**src/cos_cfg.svh**
```systemverilog
`ifndef COS_CFG_SVH
`define COS_CFG_SVH

`define COS_CLK_HZ 25000000
`define COS_TICK_S 1
`define COS_TICK_CYC (`COS_TICK_S * `COS_CLK_HZ)

`define COS_OFS_CTRL 8'h00
`define COS_OFS_ALM_DLY 8'h04
`define COS_OFS_FLT_DLY 8'h08
`define COS_OFS_FLAGS 8'h0C
`define COS_OFS_LAST_CUR 8'h10
`define COS_OFS_EVT_STAT 8'h14
`define COS_OFS_EVT_MASK 8'h18

`define COS_CTRL_PA_ON 0
`define COS_CTRL_PA_OFF 1
`define COS_CTRL_CS_ON 2
`define COS_CTRL_CS_OFF 3
`define COS_CTRL_PF_ON 4
`define COS_CTRL_PF_OFF 5
`define COS_CTRL_CT_ON 6
`define COS_CTRL_CT_OFF 7
`define COS_CTRL_REPEAT 8
`define COS_CTRL_W 9
`define COS_CTRL_RST 9'h1FF

`define COS_EV_PA_ON 0
`define COS_EV_PA_OFF 3
`define COS_EV_CS_ON 6
`define COS_EV_CS_OFF 7
`define COS_EV_PF_ON 8
`define COS_EV_PF_OFF 11
`define COS_EV_CT_ON 14
`define COS_EV_CT_OFF 15

`define COS_FLG_ALM 0
`define COS_FLG_CS 3
`define COS_FLG_FLT 4
`define COS_FLG_CT 7

`define COS_DLY_RST 16'h0000
`define COS_WORD_RST 16'h0000
`define COS_EVT_RST 16'h0000
`define COS_PH_RST 3'h0

`endif

```
**src/cos_pkg.sv**
```systemverilog
package cos_pkg;
  typedef logic [15:0] cos_word_t;
  typedef logic [2:0] cos_phase_t;
  typedef logic [7:0] cos_addr_t;
  typedef logic [31:0] cos_data_t;
endpackage : cos_pkg

```
**src/cos_status.sv**
```systemverilog
// The implementer's own choices: strobed register access and the register addresses.
`timescale 1ns/100ps
`include "cos_cfg.svh"
module cos_status #(
  parameter int TICK_CYCLES = `COS_TICK_CYC
) (
  input wire logic sys_clk,
  input wire logic reset_n,
  input wire cos_pkg::cos_addr_t addr,
  input wire cos_pkg::cos_data_t wdata,
  input wire logic wr_stb,
  input wire logic rd_stb,
  output cos_pkg::cos_data_t rdata,
  input wire cos_pkg::cos_phase_t phase_start,
  input wire cos_pkg::cos_phase_t phase_trip,
  input wire cos_pkg::cos_word_t fault_current,
  input wire logic fault_current_stb,
  output cos_pkg::cos_phase_t phase_alarm_flag,
  output logic combined_start_flag,
  output cos_pkg::cos_phase_t phase_fault_flag,
  output logic combined_trip_flag,
  output cos_pkg::cos_word_t event_pulse,
  output cos_pkg::cos_word_t last_fault_current,
  output logic irq
);
  import cos_pkg::*;

  if (TICK_CYCLES < 1) begin : g_bad_tick
    $error("TICK_CYCLES must be at least one");
  end

  // One spare tick on load: the tick phase at release is unknown, so a hold
  // lasts the full delay and at most one second more, never less
  localparam int HOLD_W = $bits(cos_word_t) + 1;
  localparam logic [HOLD_W-1:0] HOLD_ZERO = '0;
  localparam logic [HOLD_W-1:0] HOLD_ONE = HOLD_W'(1);

  function automatic logic [HOLD_W-1:0] hold_cnt(input logic present,
    input logic [HOLD_W-1:0] cnt, input cos_word_t dly, input logic tick);
    if (present) begin
      if (dly == `COS_DLY_RST) begin
        return HOLD_ZERO;
      end
      return HOLD_W'(dly) + HOLD_ONE;
    end else if (tick && cnt != HOLD_ZERO) begin
      return cnt - HOLD_ONE;
    end
    return cnt;
  endfunction : hold_cnt

  function automatic logic hold_flag(input logic present, input logic flag,
    input logic [HOLD_W-1:0] cnt_nxt);
    return present | (flag & (cnt_nxt != HOLD_ZERO));
  endfunction : hold_flag

  // Seconds tick shared by all hold counters
  logic [31:0] tick_cnt_r, tick_cnt_nxt;
  logic tick_r, tick_nxt;

  always_comb begin
    tick_nxt = 1'b0;
    tick_cnt_nxt = tick_cnt_r + 32'h0000_0001;
    if (tick_cnt_r >= 32'(TICK_CYCLES - 1)) begin
      tick_cnt_nxt = 32'h0000_0000;
      tick_nxt = 1'b1;
    end
  end

  always_ff @(posedge sys_clk) begin
    if (!reset_n) begin
      tick_cnt_r <= 32'h0000_0000;
      tick_r <= 1'b0;
    end else begin
      tick_cnt_r <= tick_cnt_nxt;
      tick_r <= tick_nxt;
    end
  end

  // Software registers
  logic [`COS_CTRL_W-1:0] ctrl_r, ctrl_nxt;
  cos_word_t alm_dly_r, alm_dly_nxt;
  cos_word_t flt_dly_r, flt_dly_nxt;
  cos_word_t mask_r, mask_nxt;
  cos_word_t last_r, last_nxt;
  logic repeat_en;

  assign repeat_en = ctrl_r[`COS_CTRL_REPEAT];

  always_comb begin
    ctrl_nxt = ctrl_r;
    alm_dly_nxt = alm_dly_r;
    flt_dly_nxt = flt_dly_r;
    mask_nxt = mask_r;
    last_nxt = last_r;
    if (wr_stb) begin
      case (addr)
        `COS_OFS_CTRL: ctrl_nxt = wdata[`COS_CTRL_W-1:0];
        `COS_OFS_ALM_DLY: alm_dly_nxt = wdata[15:0];
        `COS_OFS_FLT_DLY: flt_dly_nxt = wdata[15:0];
        `COS_OFS_EVT_MASK: mask_nxt = wdata[15:0];
        `COS_OFS_LAST_CUR: last_nxt = wdata[15:0];
        default: ;
      endcase
    end
    // A capture from the stages beats a software write in the same cycle
    if (fault_current_stb) begin
      last_nxt = fault_current;
    end
  end

  always_ff @(posedge sys_clk) begin
    if (!reset_n) begin
      ctrl_r <= `COS_CTRL_RST;
      alm_dly_r <= `COS_DLY_RST;
      flt_dly_r <= `COS_DLY_RST;
      mask_r <= `COS_EVT_RST;
      last_r <= `COS_WORD_RST;
    end else begin
      ctrl_r <= ctrl_nxt;
      alm_dly_r <= alm_dly_nxt;
      flt_dly_r <= flt_dly_nxt;
      mask_r <= mask_nxt;
      last_r <= last_nxt;
    end
  end

  // Per-phase hold counters, flags and event qualification
  logic [HOLD_W-1:0] alm_cnt_r [3];
  logic [HOLD_W-1:0] alm_cnt_nxt [3];
  logic [HOLD_W-1:0] flt_cnt_r [3];
  logic [HOLD_W-1:0] flt_cnt_nxt [3];
  cos_phase_t alm_r, alm_nxt, flt_r, flt_nxt;
  cos_phase_t alm_rep_r, alm_rep_nxt, flt_rep_r, flt_rep_nxt;
  cos_phase_t pa_on, pa_off, pf_on, pf_off;
  logic cs_r, cs_nxt, ct_r, ct_nxt;

  // Shared tick: a hold may run up to one second late, never early
  for (genvar g = 0; g < 3; g++) begin : g_phase
    always_comb begin
      alm_cnt_nxt[g] = hold_cnt(phase_start[g], alm_cnt_r[g], alm_dly_r,
        tick_r);
      flt_cnt_nxt[g] = hold_cnt(phase_trip[g], flt_cnt_r[g], flt_dly_r,
        tick_r);
      alm_nxt[g] = hold_flag(phase_start[g], alm_r[g], alm_cnt_nxt[g]);
      flt_nxt[g] = hold_flag(phase_trip[g], flt_r[g], flt_cnt_nxt[g]);
      // Repeat off: only phases that rise while no phase is active report, and their
      // Off event is kept so the logger always sees On/Off in pairs
      pa_on[g] = alm_nxt[g] & ~alm_r[g] & ctrl_r[`COS_CTRL_PA_ON]
        & (repeat_en | ~cs_r);
      pa_off[g] = ~alm_nxt[g] & alm_r[g] & ctrl_r[`COS_CTRL_PA_OFF]
        & (repeat_en | alm_rep_r[g]);
      pf_on[g] = flt_nxt[g] & ~flt_r[g] & ctrl_r[`COS_CTRL_PF_ON]
        & (repeat_en | ~ct_r);
      pf_off[g] = ~flt_nxt[g] & flt_r[g] & ctrl_r[`COS_CTRL_PF_OFF]
        & (repeat_en | flt_rep_r[g]);
      alm_rep_nxt[g] = alm_nxt[g] & (alm_rep_r[g] | pa_on[g]);
      flt_rep_nxt[g] = flt_nxt[g] & (flt_rep_r[g] | pf_on[g]);
    end

    always_ff @(posedge sys_clk) begin
      if (!reset_n) begin
        alm_cnt_r[g] <= HOLD_ZERO;
        flt_cnt_r[g] <= HOLD_ZERO;
      end else begin
        alm_cnt_r[g] <= alm_cnt_nxt[g];
        flt_cnt_r[g] <= flt_cnt_nxt[g];
      end
    end

    chk_alarm_hold: assert property (
      @(posedge sys_clk) disable iff (!reset_n)
      phase_start[g] |=> alm_r[g])
      else $error("alarm flag low after a start");
    chk_fault_hold: assert property (
      @(posedge sys_clk) disable iff (!reset_n)
      phase_trip[g] |=> flt_r[g])
      else $error("fault flag low after a trip");
    chk_alarm_release: assert property (
      @(posedge sys_clk) disable iff (!reset_n)
      $fell(alm_r[g]) |-> !$past(phase_start[g]) &&
      alm_cnt_r[g] == HOLD_ZERO)
      else $error("alarm flag fell before its delay ran out");
    chk_fault_release: assert property (
      @(posedge sys_clk) disable iff (!reset_n)
      $fell(flt_r[g]) |-> !$past(phase_trip[g]) &&
      flt_cnt_r[g] == HOLD_ZERO)
      else $error("fault flag fell before its delay ran out");
    chk_pa_on_gate: assert property (
      @(posedge sys_clk) disable iff (!reset_n)
      event_pulse[`COS_EV_PA_ON+g] |-> $rose(alm_r[g]) &&
      $past(ctrl_r[`COS_CTRL_PA_ON]))
      else $error("alarm On event without enabled rise");
    chk_alarm_rise_seen: assert property (
      @(posedge sys_clk) disable iff (!reset_n)
      $rose(alm_r[g]) && $past(ctrl_r[`COS_CTRL_PA_ON]) && $past(repeat_en)
      |-> event_pulse[`COS_EV_PA_ON+g])
      else $error("enabled alarm rise gave no On event");
    chk_pa_off_gate: assert property (
      @(posedge sys_clk) disable iff (!reset_n)
      event_pulse[`COS_EV_PA_OFF+g] |-> $fell(alm_r[g]) &&
      $past(ctrl_r[`COS_CTRL_PA_OFF]))
      else $error("alarm Off event without enabled fall");
    chk_pf_gate: assert property (
      @(posedge sys_clk) disable iff (!reset_n)
      (event_pulse[`COS_EV_PF_ON+g] |-> $rose(flt_r[g]) &&
      $past(ctrl_r[`COS_CTRL_PF_ON])) and
      (event_pulse[`COS_EV_PF_OFF+g] |-> $fell(flt_r[g]) &&
      $past(ctrl_r[`COS_CTRL_PF_OFF])))
      else $error("fault event without enabled transition");
    chk_repeat_gate: assert property (
      @(posedge sys_clk) disable iff (!reset_n)
      !$past(repeat_en) && event_pulse[`COS_EV_PF_ON+g] |-> !$past(ct_r))
      else $error("repeated fault event while suppressed");
  end

  always_comb begin
    cs_nxt = |alm_nxt;
    ct_nxt = |flt_nxt;
  end

  always_ff @(posedge sys_clk) begin
    if (!reset_n) begin
      alm_r <= `COS_PH_RST;
      flt_r <= `COS_PH_RST;
      alm_rep_r <= `COS_PH_RST;
      flt_rep_r <= `COS_PH_RST;
      cs_r <= 1'b0;
      ct_r <= 1'b0;
    end else begin
      alm_r <= alm_nxt;
      flt_r <= flt_nxt;
      alm_rep_r <= alm_rep_nxt;
      flt_rep_r <= flt_rep_nxt;
      cs_r <= cs_nxt;
      ct_r <= ct_nxt;
    end
  end

  // Events, sticky status, interrupt and read data
  cos_word_t ev_r, ev_nxt, stat_r, stat_nxt;
  cos_data_t rdata_r, rdata_nxt;
  logic irq_r, irq_nxt;

  always_comb begin
    ev_nxt = `COS_EVT_RST;
    ev_nxt[`COS_EV_PA_ON +: 3] = pa_on;
    ev_nxt[`COS_EV_PA_OFF +: 3] = pa_off;
    ev_nxt[`COS_EV_PF_ON +: 3] = pf_on;
    ev_nxt[`COS_EV_PF_OFF +: 3] = pf_off;
    ev_nxt[`COS_EV_CS_ON] = cs_nxt & ~cs_r
      & ctrl_r[`COS_CTRL_CS_ON];
    ev_nxt[`COS_EV_CS_OFF] = ~cs_nxt & cs_r
      & ctrl_r[`COS_CTRL_CS_OFF];
    ev_nxt[`COS_EV_CT_ON] = ct_nxt & ~ct_r
      & ctrl_r[`COS_CTRL_CT_ON];
    ev_nxt[`COS_EV_CT_OFF] = ~ct_nxt & ct_r
      & ctrl_r[`COS_CTRL_CT_OFF];
    // Read clears, but an event in the same cycle still lands
    stat_nxt = stat_r;
    if (rd_stb && addr == `COS_OFS_EVT_STAT) begin
      stat_nxt = `COS_EVT_RST;
    end
    stat_nxt = stat_nxt | ev_nxt;
    irq_nxt = |(stat_nxt & mask_r);
    rdata_nxt = 32'h0000_0000;
    if (rd_stb) begin
      case (addr)
        `COS_OFS_CTRL: rdata_nxt[`COS_CTRL_W-1:0] = ctrl_r;
        `COS_OFS_ALM_DLY: rdata_nxt[15:0] = alm_dly_r;
        `COS_OFS_FLT_DLY: rdata_nxt[15:0] = flt_dly_r;
        `COS_OFS_FLAGS: begin
          rdata_nxt[`COS_FLG_ALM +: 3] = alm_r;
          rdata_nxt[`COS_FLG_CS] = cs_r;
          rdata_nxt[`COS_FLG_FLT +: 3] = flt_r;
          rdata_nxt[`COS_FLG_CT] = ct_r;
        end
        `COS_OFS_LAST_CUR: rdata_nxt[15:0] = last_r;
        `COS_OFS_EVT_STAT: rdata_nxt[15:0] = stat_r;
        `COS_OFS_EVT_MASK: rdata_nxt[15:0] = mask_r;
        default: rdata_nxt = 32'h0000_0000;
      endcase
    end
  end

  always_ff @(posedge sys_clk) begin
    if (!reset_n) begin
      ev_r <= `COS_EVT_RST;
      stat_r <= `COS_EVT_RST;
      irq_r <= 1'b0;
      rdata_r <= 32'h0000_0000;
    end else begin
      ev_r <= ev_nxt;
      stat_r <= stat_nxt;
      irq_r <= irq_nxt;
      rdata_r <= rdata_nxt;
    end
  end

  assign rdata = rdata_r;
  assign phase_alarm_flag = alm_r;
  assign combined_start_flag = cs_r;
  assign phase_fault_flag = flt_r;
  assign combined_trip_flag = ct_r;
  assign event_pulse = ev_r;
  assign last_fault_current = last_r;
  assign irq = irq_r;

  chk_start_or: assert property (
    @(posedge sys_clk) disable iff (!reset_n)
    combined_start_flag == |phase_alarm_flag)
    else $error("combined start differs from phase alarms");
  chk_trip_or: assert property (
    @(posedge sys_clk) disable iff (!reset_n)
    combined_trip_flag == |phase_fault_flag)
    else $error("combined trip differs from phase faults");
  chk_cs_events: assert property (
    @(posedge sys_clk) disable iff (!reset_n)
    (event_pulse[`COS_EV_CS_ON] |-> $rose(cs_r) &&
    $past(ctrl_r[`COS_CTRL_CS_ON])) and
    (event_pulse[`COS_EV_CS_OFF] |-> $fell(cs_r) &&
    $past(ctrl_r[`COS_CTRL_CS_OFF])))
    else $error("combined start event without enabled edge");
  chk_ct_events: assert property (
    @(posedge sys_clk) disable iff (!reset_n)
    (event_pulse[`COS_EV_CT_ON] |-> $rose(ct_r) &&
    $past(ctrl_r[`COS_CTRL_CT_ON])) and
    (event_pulse[`COS_EV_CT_OFF] |-> $fell(ct_r) &&
    $past(ctrl_r[`COS_CTRL_CT_OFF])))
    else $error("combined trip event without enabled edge");
  chk_ct_rise_seen: assert property (
    @(posedge sys_clk) disable iff (!reset_n)
    $rose(ct_r) && $past(ctrl_r[`COS_CTRL_CT_ON])
    |-> event_pulse[`COS_EV_CT_ON])
    else $error("enabled combined trip rise gave no event");
  chk_ct_fall_seen: assert property (
    @(posedge sys_clk) disable iff (!reset_n)
    $fell(ct_r) && $past(ctrl_r[`COS_CTRL_CT_OFF])
    |-> event_pulse[`COS_EV_CT_OFF])
    else $error("enabled combined trip fall gave no event");
  chk_event_single: assert property (
    @(posedge sys_clk) disable iff (!reset_n)
    event_pulse[`COS_EV_CS_ON] |=> !event_pulse[`COS_EV_CS_ON])
    else $error("combined start On event longer than one cycle");
  chk_last_capture: assert property (
    @(posedge sys_clk) disable iff (!reset_n)
    fault_current_stb |=>
    last_fault_current == $past(fault_current))
    else $error("fault current not captured");
  chk_last_write: assert property (
    @(posedge sys_clk) disable iff (!reset_n)
    wr_stb && addr == `COS_OFS_LAST_CUR && !fault_current_stb
    |=> last_fault_current == $past(wdata[15:0]))
    else $error("fault current write lost");
  chk_alarm_dly_write: assert property (
    @(posedge sys_clk) disable iff (!reset_n)
    wr_stb && addr == `COS_OFS_ALM_DLY
    |=> alm_dly_r == $past(wdata[15:0]))
    else $error("alarm delay write lost");
  chk_fault_dly_write: assert property (
    @(posedge sys_clk) disable iff (!reset_n)
    wr_stb && addr == `COS_OFS_FLT_DLY
    |=> flt_dly_r == $past(wdata[15:0]))
    else $error("fault delay write lost");
endmodule : cos_status

```
**config.mk**
```make
export PLATFORM = sky130hd
export DESIGN_NAME = cos_status
export DESIGN_NICKNAME = d
export VERILOG_FILES = /design/src/cos_pkg.sv /design/src/cos_status.sv
export VERILOG_INCLUDE_DIRS = /design/src
export SDC_FILE = /design/constraint.sdc
export NUM_CORES = 1
export LEC_CHECK = 0
export ABC_AREA = 1
export BUFFER_PORTS_ARGS = -buffer_cell sky130_fd_sc_hd__clkbuf_2
export CAP_MARGIN = 20
export CORE_MARGIN = 10
export CORE_UTILIZATION = 35
export DETAILED_ROUTE_END_ITERATION = 10
export PLACE_DENSITY = 0.52
export RECOVER_POWER = 50
export SKIP_LAST_GASP = 1
export SYNTH_ARGS = -nofsm -noshare
export SYNTH_HDL_FRONTEND = slang
export SYNTH_SLANG_ARGS = --single-unit
```
**constraint.sdc**
```tcl
create_clock -name sys_clk -period 3.4 [get_ports sys_clk]
set_clock_uncertainty 0.2 [all_clocks]
set_input_delay 0.17 -clock sys_clk [delete_from_list [all_inputs] [get_ports sys_clk]]
set_output_delay 0.17 -clock sys_clk [all_outputs]
set_load 0.02 [all_outputs]
```
[Word level (Yosys, flattened, before mapping)]
Memories as Yosys holds them, arrays and structs flattened.
Cells that the tools add are included.
Storage, ports and cells
  ROM bits: 0
  latch bits: 0
  register bits after elaboration: 185
  output and inout bits: 73
  memories kept: 2
  word-level logic and storage cells: 233
  memory bits (writable): 102
Cells by class
  $mul: 0
  $lt $le $gt $ge: 1
  add/sub/neg operators: 9
  bitwise gates (word level): 101
  shifts and indexed selects: 0
  multiplexer cells: 62
  div/mod/pow operators: 0
  eq/ne operators: 6
  reductions and logical operators: 34
Memories
  alm_cnt_r: words 3, width 17, rd ports 3, clocked after memory_dff 0, write ports 3, RTL line cos_status.sv:128  | logic [HOLD_W-1:0] alm_cnt_r [3];
  flt_cnt_r: words 3, width 17, rd ports 3, clocked after memory_dff 0, write ports 3, RTL line cos_status.sv:130  | logic [HOLD_W-1:0] flt_cnt_r [3];
Operators by type and width (count)
  2-to-1 mux 17 bit: 32
  nonzero test 17 bit: 12
  subtractor 17 x 1 -> 17 bit (second input constant): 6
  2-to-1 mux 16 bit: 4
  bitwise AND 1 bit: 56
  one-hot mux 8 bit (7 select lines): 1
  one-hot mux 7 bit (5 select lines): 1
  adder 16 x 1 -> 17 bit (second input constant): 2
  adder 32 x 1 -> 32 bit (second input constant): 1
  greater-or-equal comparator 32 x 25 -> 1 bit (second input constant): 1
  logical NOT 16 bit: 2
  bitwise OR 1 bit: 26
  == test 8 x 5 -> 1 bit (second input constant): 3
  2-to-1 mux 1 bit: 23
  inverter 1 bit: 17
  bitwise AND 16 bit: 1
  == test 8 x 4 -> 1 bit (second input constant): 2
  bitwise OR 16 bit: 1
  OR reduction 16 bit: 1
  AND reduction 2 bit: 6
  == test 8 x 3 -> 1 bit (second input constant): 1
  logical NOT 8 bit: 1
  logical AND 1 bit: 7
  one-hot mux 1 bit (6 select lines): 1
  other kinds (3): 5

[Longest topological paths before layout]
Gate-level depths: netlist of the first run.
  depth after elaboration: 16
  gate-level depth with buffers: 26
  depth with buffers taken out: 26

[Least setup slack after synthesis of the first run]
Ideal clock, no wire load.
  path type: register -> register
  start point: memory alm_cnt_r[0][0] (netlist bit)
  end point: register irq_r (netlist: irq)
  clock period less this slack: 2524 ps
  library setup time: 128 ps
  stages on the path, launching flop included: 27
  arrival: 2196 ps
  path slack: 876 ps
  cells stage by stage: dfxtp_1 > inv_1 > ha_1 > inv_1 > nor2_1 > nand2_1 > nor2_1 > nand2_1 > nand2_2 > nor2_2 > buf_6 > nand2_1 > nand3_1 > nor2_1 > nand2_1 > nor2_1 > nand2_1 > nand2_2 > nand2_1 > nor2_2 > nand2_1 > nand2_2 > nand2_1 > nand2_1 > nand3_1 > nor2_1 > nor2_1
RTL lines
  from (decl): RTL line cos_status.sv:128
  to (signal assigned): RTL line cos_status.sv:294  | irq_r <= irq_nxt;
  to (decl): RTL line cos_status.sv:242  | logic irq_r, irq_nxt;

[Worst setup path in the final report of the first run]
  start point: register alm_dly_r[0]
  end point: register irq_r (netlist: irq)
Between the ends
  word-level cells in the longest chain between the ends: 16
  elaborated cells on any way between the ends: 54
RTL lines
  from (decl): RTL line cos_status.sv:81  | cos_word_t alm_dly_r, alm_dly_nxt;
  from (signal assigned): RTL line cos_status.sv:114  | alm_dly_r <= `COS_DLY_RST;
  from (signal assigned): RTL line cos_status.sv:120  | alm_dly_r <= alm_dly_nxt;
  parallel branches: the longest is 13 deep, another holds adder 16 x 1 -> 17 bit
  bitwise OR 16 bit *: RTL line cos_status.sv:263  | stat_nxt = stat_nxt | ev_nxt;
  bitwise AND 16 bit *: RTL line cos_status.sv:264  | irq_nxt = |(stat_nxt & mask_r);
  OR reduction 16 bit *: RTL line cos_status.sv:264
Every way passes the cells marked *. The select of a mux whose other input is x is not followed.
A chain may end at the register's enable or synchronous reset.

==> reports/metrics.cfg, run 1 <==
[outcome]
status=finished clean

[finish]
ff_latch_area_mm2=0.005429
n_fill_cell=4763
final_cell_mix=nand2_1, nor2_1, nand3_1
mostFrequentLayoutCell=nand2_1
nets=2824
syn2layout_area_growth_pct=20.43
multiInputGateArea_mm2=0.009229
drive_gt1_frac=0.09130
final_area_mm2=0.01907

[routing]
antenna_left=0
drt-pass1-iter-count=5
wl_mm=58.27
routedWlPerCell_um=17.38
num_vias=17380
post-route-drc-count=0
viasPerCell=5.184
first_iter_violations=1386

[timing]
max_slew_margin=0.3043
setup_viol=0
period_minus_slack_ps=3135
final_hold_viol_count=0
min_period_over_period=0.9220
worstMarginPinSlew_ps=1044
timing.fmax_mhz=319.0
drv_slew=0

[global_routing]
grt_max_degree=79
gr-total-overflow=0
grt_pass1_vias=16340
antenna_found_initial=0
grt_use_total=0.2115
grt_pass1_wl_mm=90.99

[logic_synthesis]
synth.avg_cell_area_um2=6.267
syn_inst=2527
synth-edff-count=0
ys_ff_latch=271
yosysWarnings=0
ys_types=50
ys_seq_area_frac=0.3426
synth_ff_type=dfxtp_1
syn-cell-area_mm2=0.01584
async_flop_share=0

[placement]
numPortBuffers=107
dp_hpwl_mm=44.16
place_congestion=0.9374
place_area_mm2=0.01723

[worst_setup_path]
cp-end-kind=flip-flop
crit_type=flip-flop to flip-flop
regToRegSetupSlack_ps=270
crit_arrival_ps=3370
reg2reg_depth=20
timing.rr.start=alm_dly_r[0]
crit_required_ps=3630
timing.rr.end=irq
crit_fanout=5
cp-start-kind=flip-flop

[die]
io_pins=140
coreArea_mm2=0.04451
dieHeight_um=232.7
start_util=0.3558
dieArea_mm2=0.05416
die_w_um=232.7
num_rows=77

[power_and_ir_drop]
pwr_density_cell_mw_per_mm2=579.3
total_power_mw=11.05
p_leak_nw=8.665
ir_drop_mv=0.3722

[flow_run]
cap_violations=0

[clock_tree]
cts_inserted_buffers=34
clkTransAtPathRegs_ps=60
clock_path_buffers=3
cts-root-buf=clkbuf_16
htree_levels=2
clk_latency_ps=560
cts_sinks=271
cts_tree=done

[min_path]
hp-class=primary input to flip-flop
min_to=mask_r[15]
hold_path_depth=6
hold_start=addr[5]

how the worst max path moves through the flow:
stage,start,end,cells past startpoint
after global routing,alm_cnt_r[0][1],irq,25
after detailed placement,alm_cnt_r[0][0],irq,24
after CTS,alm_cnt_r[0][0],irq,24
final,alm_dly_r[0],irq,20
after global placement,alm_cnt_r[0][0],irq,24
after floorplan,alm_cnt_r[0][0],irq,26
per-layer routing:
metal | GRT usage | routed length, um | vias up
li1 | - | - | 8685
met1 | 0.2875 | 27200 | 8047
met2 | 0.3318 | 25650 | 542
met3 | 0.03736 | 3617 | 109
met4 | 0.07040 | 1803 | 0
met5 | 0 | 0 | -
flip-flops by register name, summed over array words and instances (netlist names), 9 cells and up:
register and count:
alm_cnt_r 51, alm_dly_r 16, ctrl_r 9, event_pulse 16, flt_cnt_r 51, flt_dly_r 16
last_fault_current 16, mask_r 16, rdata 16, stat_r 16, tick_cnt_r 32
Yosys cell counts, drive strengths merged, types with 2 or more instances:
cell type	instances	area share
nor2	389	0.099
xnor2	6	0.0033
buf	38	0.016
o21a	5	0.0024
a221oi	10	0.0055
nand2	724	0.18
nor3	25	0.0088
o22ai	14	0.0055
o21ai	118	0.037
nand3	307	0.099
ha	17	0.013
a21oi	135	0.044
inv	234	0.055
clkinv	6	0.0014
clkbuf	56	0.013
a2111oi	3	0.0017
and2	3	0.0012
o21bai	2	0.00095
o41ai	2	0.0011
nor4	11	0.0047
nand3b	16	0.0076
nand4	28	0.011
dfxtp	271	0.34
or2	5	0.0020
o211ai	10	0.0047
xor2	19	0.011
a31oi	54	0.021
nor3b	9	0.0043
o31ai	4	0.0019
cell families (layout without fill, tap and decap cells):
logic type      count (synthesis)  after routing  synth area share
buf+inv                       334            545           0.08651
other cells                     1             24         0.0002368
fa+ha+maj                      17             17           0.01343
xor+xnor                       25             25           0.01383
compound gates                361            361            0.1286
flops                         271            271            0.3426
simple gates                 1518           1518            0.4148
power by group:
group / internal, mW / total (mW) / switching (mW) / leakage [nW]
Sequential: 3.41 / 3.67 / 0.258 / 2.21
Clock: 2.07 / 3.53 / 1.46 / 0.523
Combinational: 1.34 / 3.85 / 2.51 / 5.93
layout make-up:
type / instances / area share
multi-input cells: 1944 / 0.4839
flip-flops and latches: 271 / 0.2847
repair buffers: 249 / 0.08968
clock buffers: 48 / 0.05104
inverters: 240 / 0.04737
well taps: 592 / 0.03884
clock inverters: 8 / 0.004395
diodes: 1 / 0.0001312
critical path: stages (launching register included):
cell     delay (ps)
dfxtp_1         390
ha_1            240
nand2_2         140
nor2_4          150
nand3_1         140
nand3_1         250
nand3_1         110
nor2_1          120
nand2_1          70
nor2_1          140
nand2_1         170
nand2_2         110
nand2_1          70
nor2_2          160
nand2_1          90
nand2_2         100
nand2_1          70
nand2_1          60
nand3_1          70
nor2_1          100
nor2_1           50
metrics by stage:
stage               utilization  worst slack, ps  hold slack (ps)  setup TNS (ps)  cells
detailed placement       0.3872            173.3            230.2               0   3218
global placement         0.3872            199.6            227.3               0   3218
global route             0.4284           -7.352            53.09          -7.352   3352
CTS                      0.4276            157.0            12.48               0   3348
floorplan                     -            876.3            96.31               0   2549
finish                   0.4285            265.2            42.42               0   3353
repair_timing:
action | 4_1_cts | 5_1_grt
setup buffers | 0 | 4
setup endpoints to repair | 0 | 1
resized for setup | 0 | 29
hold buffers | 74 | 0
hold endpoints to repair | 115 | 0
Note: power is estimated with default switching activity, not from simulation.
==> run 2: changes to the inputs <==
==> constraint.sdc (replaced) <==
create_clock -name sys_clk -period 3.4 [get_ports sys_clk]
set_clock_uncertainty 0.2 [all_clocks]
set_input_delay 0 -clock sys_clk [delete_from_list [all_inputs] [get_ports sys_clk]]
set_output_delay 0 -clock sys_clk [all_outputs]
set_load 0.02 [all_outputs]
==> run 2 against run 1 <==
The flow now finishes with violations (capacitance limit, slew limit). Power down 0.18%. Clock-buffer cell count unchanged. Final cell count up 0.24%. Critical endpoint is now last_fault_current[15].
==> reports/metrics.cfg, run 2 (same netlist as run 1, synthesis figures left out) <==
[routing]
post-route-drc-count=0
routedWlPerCell_um=17.42
wl_mm=58.54
viasPerCell=5.159
drt-pass1-iter-count=5
antenna_left=0
num_vias=17340
first_iter_violations=1581

[worst_setup_path]
cp_num_buf_inv=5
cp-end-kind=flip-flop
crit_top_cell=dlygate4sd3_1
crit_chain=dlygate4sd3_1, clkbuf_1, clkinvlp_2, clkbuf_2, a31oi_1, dlygate4sd3_1
cp-start-kind=primary input
crit_end=last_fault_current[15]
timing.rr.start=flt_dly_r[0]
crit_required_ps=3690
cpPeakStageDelay_ps=700
crit_type=primary input to flip-flop
startpoint=reset_n
crit_fanout=41
crit_arrival_ps=3510
crit_family=buffers and inverters
reg2reg_depth=19
critPathSlowestCell=clkbuf_2
timing.rr.end=irq
critical_path_cell_count=6
regToRegSetupSlack_ps=240

[die]
start_util=0.3558
io_pins=140
num_rows=77
dieHeight_um=232.7
die_w_um=232.7
dieArea_mm2=0.05416
coreArea_mm2=0.04451

[clock_tree]
cts_sinks=271
clock_path_buffers=3
cts_inserted_buffers=35
htree_levels=2
cts_tree=done
cts-root-buf=clkbuf_16
clk_latency_ps=570
clkTransAtPathRegs_ps=60

[finish]
diodes=0
mostFrequentLayoutCell=nand2_1
fin_util=0.4290
drive_gt1_frac=0.09101
nets=2832
largestRegisters=alm_cnt_r x51, flt_cnt_r x51, tick_cnt_r x32
syn2layout_area_growth_pct=20.58
final_cell_mix=nand2_1, nor2_1, nand3_1

[power_and_ir_drop]
p_sw_mw=4.278
clkPwrFrac=0.317
p_leak_nw=8.677
swShare=0.3879
internal_power_mw=6.750
power.share.combinational=0.350
seqPwrFrac=0.332
pwr_density_cell_mw_per_mm2=577.5
ir_drop_mv=0.3316

[placement]
place_congestion=0.9361
dp_hpwl_mm=44.28
numPortBuffers=107

[timing]
worstMarginPinSlew_ps=1587
period_minus_slack_ps=3224
drv_slew=69
timing.fmax_mhz=310.2
hold_ws_ps=59.98
max_slew_margin=-0.05793
setup_viol=0
min_period_over_period=0.9481
final_hold_viol_count=0

[global_routing]
grt_use_total=0.2136
grt_pass1_vias=16500
gr-total-overflow=0
grt_max_degree=69
grt_pass1_wl_mm=92.36
antenna_found_initial=0

[flow_run]
cap_violations=1

[outcome]
status=complete, but fails checks
violations=capacitance limit, slew limit

[min_path]
hold_start=addr[6]
hp-class=primary input to flip-flop

[run 2: power groups by stage]
stage          sequential [mW]  combinational (mW)  clock, mW
6_report                  3.66                3.86       3.50
5_1_grt                   3.70                4.42       3.70
4_1_cts                   3.66                3.78       3.59
3_5_place_dp              3.72                3.69          0
3_3_place_gp              3.72                3.68          0
2_1_floorplan             3.69                2.84          0
[run 2: repair_timing]
| action | 4_1_cts | 5_1_grt |
|---|---|---|
| setup endpoints to repair | 0 | 2 |
| setup buffers | 0 | 4 |
| gates resized for setup | 0 | 22 |
| hold buffers | 81 | 0 |
| endpoints found under the hold margin | 198 | 0 |
[run 2: how the worst min path moves through the flow]
stage	to	slack, ps	cells after the start
finish	alm_dly_r[10]	60	6
global route	rdata[7]	140	7
CTS	alm_dly_r[10]	20	6
detailed placement	last_fault_current[14]	60	3
global placement	last_fault_current[14]	50	3
floorplan	ctrl_r[3]	-70	2
[run 2: tightest hold or removal path: stages]
cell and delay [ps]:
clkbuf_2 90, nor4_1 80, nand2_1 250, nor2_1 150
o21ai_0 150, a21oi_1 50
[run 2: cell type report]
type	count	area (um2)
fill	4742	25410
multi-input combinational	1944	9198
sequential	271	5428
timing repair buffer	256	1793
clock buffer	48	964.7
inverter	240	902.1
tap	592	740.7
clock inverter	10	70.07
[run 2: metrics by stage]
step,TNS (ps),power [mW],setup WS (ps),cells,instance area (um2)
finish,0,11.03,176.3,3361,19100
global route,-9.887,11.81,-9.887,3361,19100
CTS,0,11.03,195.4,3357,19080
detailed placement,0,7.418,191.3,3218,17230
global placement,0,7.407,168.6,3218,17230
floorplan,0,6.524,876.3,2549,15920
[run 2: routing by layer]
| layer | vias up | share of wire | GRT usage |
|---|---|---|---|
| met3 | 100 | 0.070 | 0.04539 |
| met2 | 539 | 0.44 | 0.3343 |
| met5 | - | 0 | 0 |
| met1 | 7996 | 0.46 | 0.2857 |
| li1 | 8703 | - | - |
| met4 | 0 | 0.029 | 0.07304 |
==> run 3: changes to the inputs <==
- BUFFER_PORTS_ARGS: -buffer_cell sky130_fd_sc_hd__clkbuf_2 -> default
- DONT_BUFFER_PORTS: default -> 1
- PLACE_DENSITY: 0.52 -> 0.49
==> run 3 against run 2 <==
Flip-flop and latch count stayed put. Via count down 0.13%. Non-clock buffer count shrank 61. First-iteration DRC count is 16% lower. Critical endpoint is now irq. The flow finishes with violations (hold timing). Critical path type unchanged. Largest power group unchanged. Global-route usage up 0.26 points. Critical path depth grew 11. Power rose by 4.8%. Final area grew 1.2%. Die area unchanged. Utilization rose by 0.51 points.
==> reports/metrics.cfg, run 3 (same netlist as run 1, synthesis figures left out) <==
[routing]
drt-pass1-iter-count=5
antenna_left=0
viasPerCell=5.230
num_vias=17320
first_iter_violations=1327
post-route-drc-count=0
routedWlPerCell_um=18.35
wl_mm=60.77

[timing]
final.setup.tns_ps=0
period_minus_slack_ps=3165
final_hold_viol_count=1
worstMarginPinSlew_ps=1152
max_slew_margin=0.2279
timing.fmax_mhz=315.9
min_period_over_period=0.9310
drv_slew=0
setup_viol=0
hold_ws_ps=-24.67

[die]
io_pins=140
start_util=0.3558
dieHeight_um=232.7
dieArea_mm2=0.05416
die_w_um=232.7
num_rows=77
coreArea_mm2=0.04451

[worst_setup_path]
timing.rr.start=alm_cnt_r[2][0]
cp-end-kind=flip-flop
crit_arrival_ps=3370
cp-start-kind=primary input
crit_chain=dlygate4sd3_1, clkinvlp_4, buf_4, nor2_1, nor2_1, nand3_1, nor2_2, nand2_2, nand2_1, nand3_1, nand2_1, nand2_1, nand3_1, nor2_1, nand3_1, nor2_1, nor2_1
reg2reg_depth=22
timing.rr.end=irq
startpoint=phase_start[1]
critPathSlowestCell=dlygate4sd3_1
cpPeakStageDelay_ps=980
crit_required_ps=3610
crit_type=primary input to flip-flop
crit_fanout=10
regToRegSetupSlack_ps=260
crit_top_cell=nor2_1

[power_and_ir_drop]
p_leak_nw=8.678
pwr_density_cell_mw_per_mm2=598.1
ir_drop_mv=0.3171

[finish]
final_cell_mix=nand2_1, nor2_1, nand3_1
ff_latch_area_mm2=0.005434
n_fill_cell=4741
final_area_mm2=0.01932
fin_util=0.4342
syn2layout_area_growth_pct=22.03
drive_gt1_frac=0.08950
mostFrequentLayoutCell=nand2_1
nets=2773
multiInputGateArea_mm2=0.009245
largestRegisters=alm_cnt_r x51, flt_cnt_r x51, tick_cnt_r x32

[clock_tree]
clock_path_buffers=3
cts-root-buf=clkbuf_16
cts_tree=done
clk_latency_ps=560
htree_levels=2
cts_inserted_buffers=34
cts_sinks=271
clkTransAtPathRegs_ps=60

[outcome]
violations=hold timing
status=complete, but fails checks

[flow_run]
cap_violations=0

[min_path]
hold_start=phase_start[1]
min_to=phase_alarm_flag[1]
hp-class=primary input to flip-flop
hold_path_depth=10

[placement]
dp_hpwl_mm=44.71
place_congestion=0.9063
place_area_mm2=0.01669
numPortBuffers=0

[global_routing]
grt_max_degree=73
grt_pass1_wl_mm=92.36
antenna_found_initial=5
grt_pass1_vias=16030
gr-total-overflow=0
grt_use_total=0.2162

[run 3: cell type report]
class / instances / area share
repair buffers: 195 / 0.09213
well taps: 592 / 0.03833
clock buffers: 46 / 0.04947
diodes: 4 / 0.0005180
multi-input cells: 1945 / 0.4784
inverters: 240 / 0.04707
clock inverters: 16 / 0.01237
repair inverters: 2 / 0.0005180
flip-flops and latches: 271 / 0.2812
[run 3: metal layers]
layer | track usage | share of wire | up-vias
met2 | 0.3317 | 0.44 | 553
met1 | 0.2890 | 0.45 | 8066
met4 | 0.08217 | 0.032 | 2
met3 | 0.05038 | 0.073 | 105
met5 | 0 | 0.00021 | -
li1 | - | - | 8590
[run 3: how the worst max path moves through the flow]
stage                     endpoint  slack [ps]  depth (start not counted)
after floorplan                irq         880                         26
after CTS                      irq          20                         17
final                          irq         230                         17
after global placement         irq          60                         24
after global routing           irq         -20                         20
after detailed placement       irq         110                         24
[run 3: stage by stage]
| step | setup slack (ps) | cells | power [mW] | hold slack, ps |
|---|---|---|---|---|
| after CTS | 17.43 | 3289 | 11.42 | 6.325 |
| after global routing | -19.54 | 3310 | 12.31 | 48.86 |
| final | 234.6 | 3311 | 11.56 | -24.67 |
| after floorplan | 876.3 | 2549 | 6.524 | -73.69 |
| after detailed placement | 107.7 | 3112 | 7.346 | -95.65 |
| after global placement | 64.75 | 3112 | 7.350 | -97.30 |
[run 3: worst max-delay path, delay by kind of cell]
| kind | cells | cell delay, ps |
|---|---|---|
| simple gates | 14 | 1590 |
| buf+inv | 3 | 1760 |
[run 3: where the power goes]
part,switching (mW),internal (mW)
sequential,0.305,3.41
clock,1.56,2.31
combinational,2.53,1.44
[run 3: what timing repair did]
action	4_1_cts	5_1_grt
resized for setup	0	46
hold endpoints to repair	239	0
hold buffers	115	0
setup endpoints to repair	0	5
setup buffers	0	15
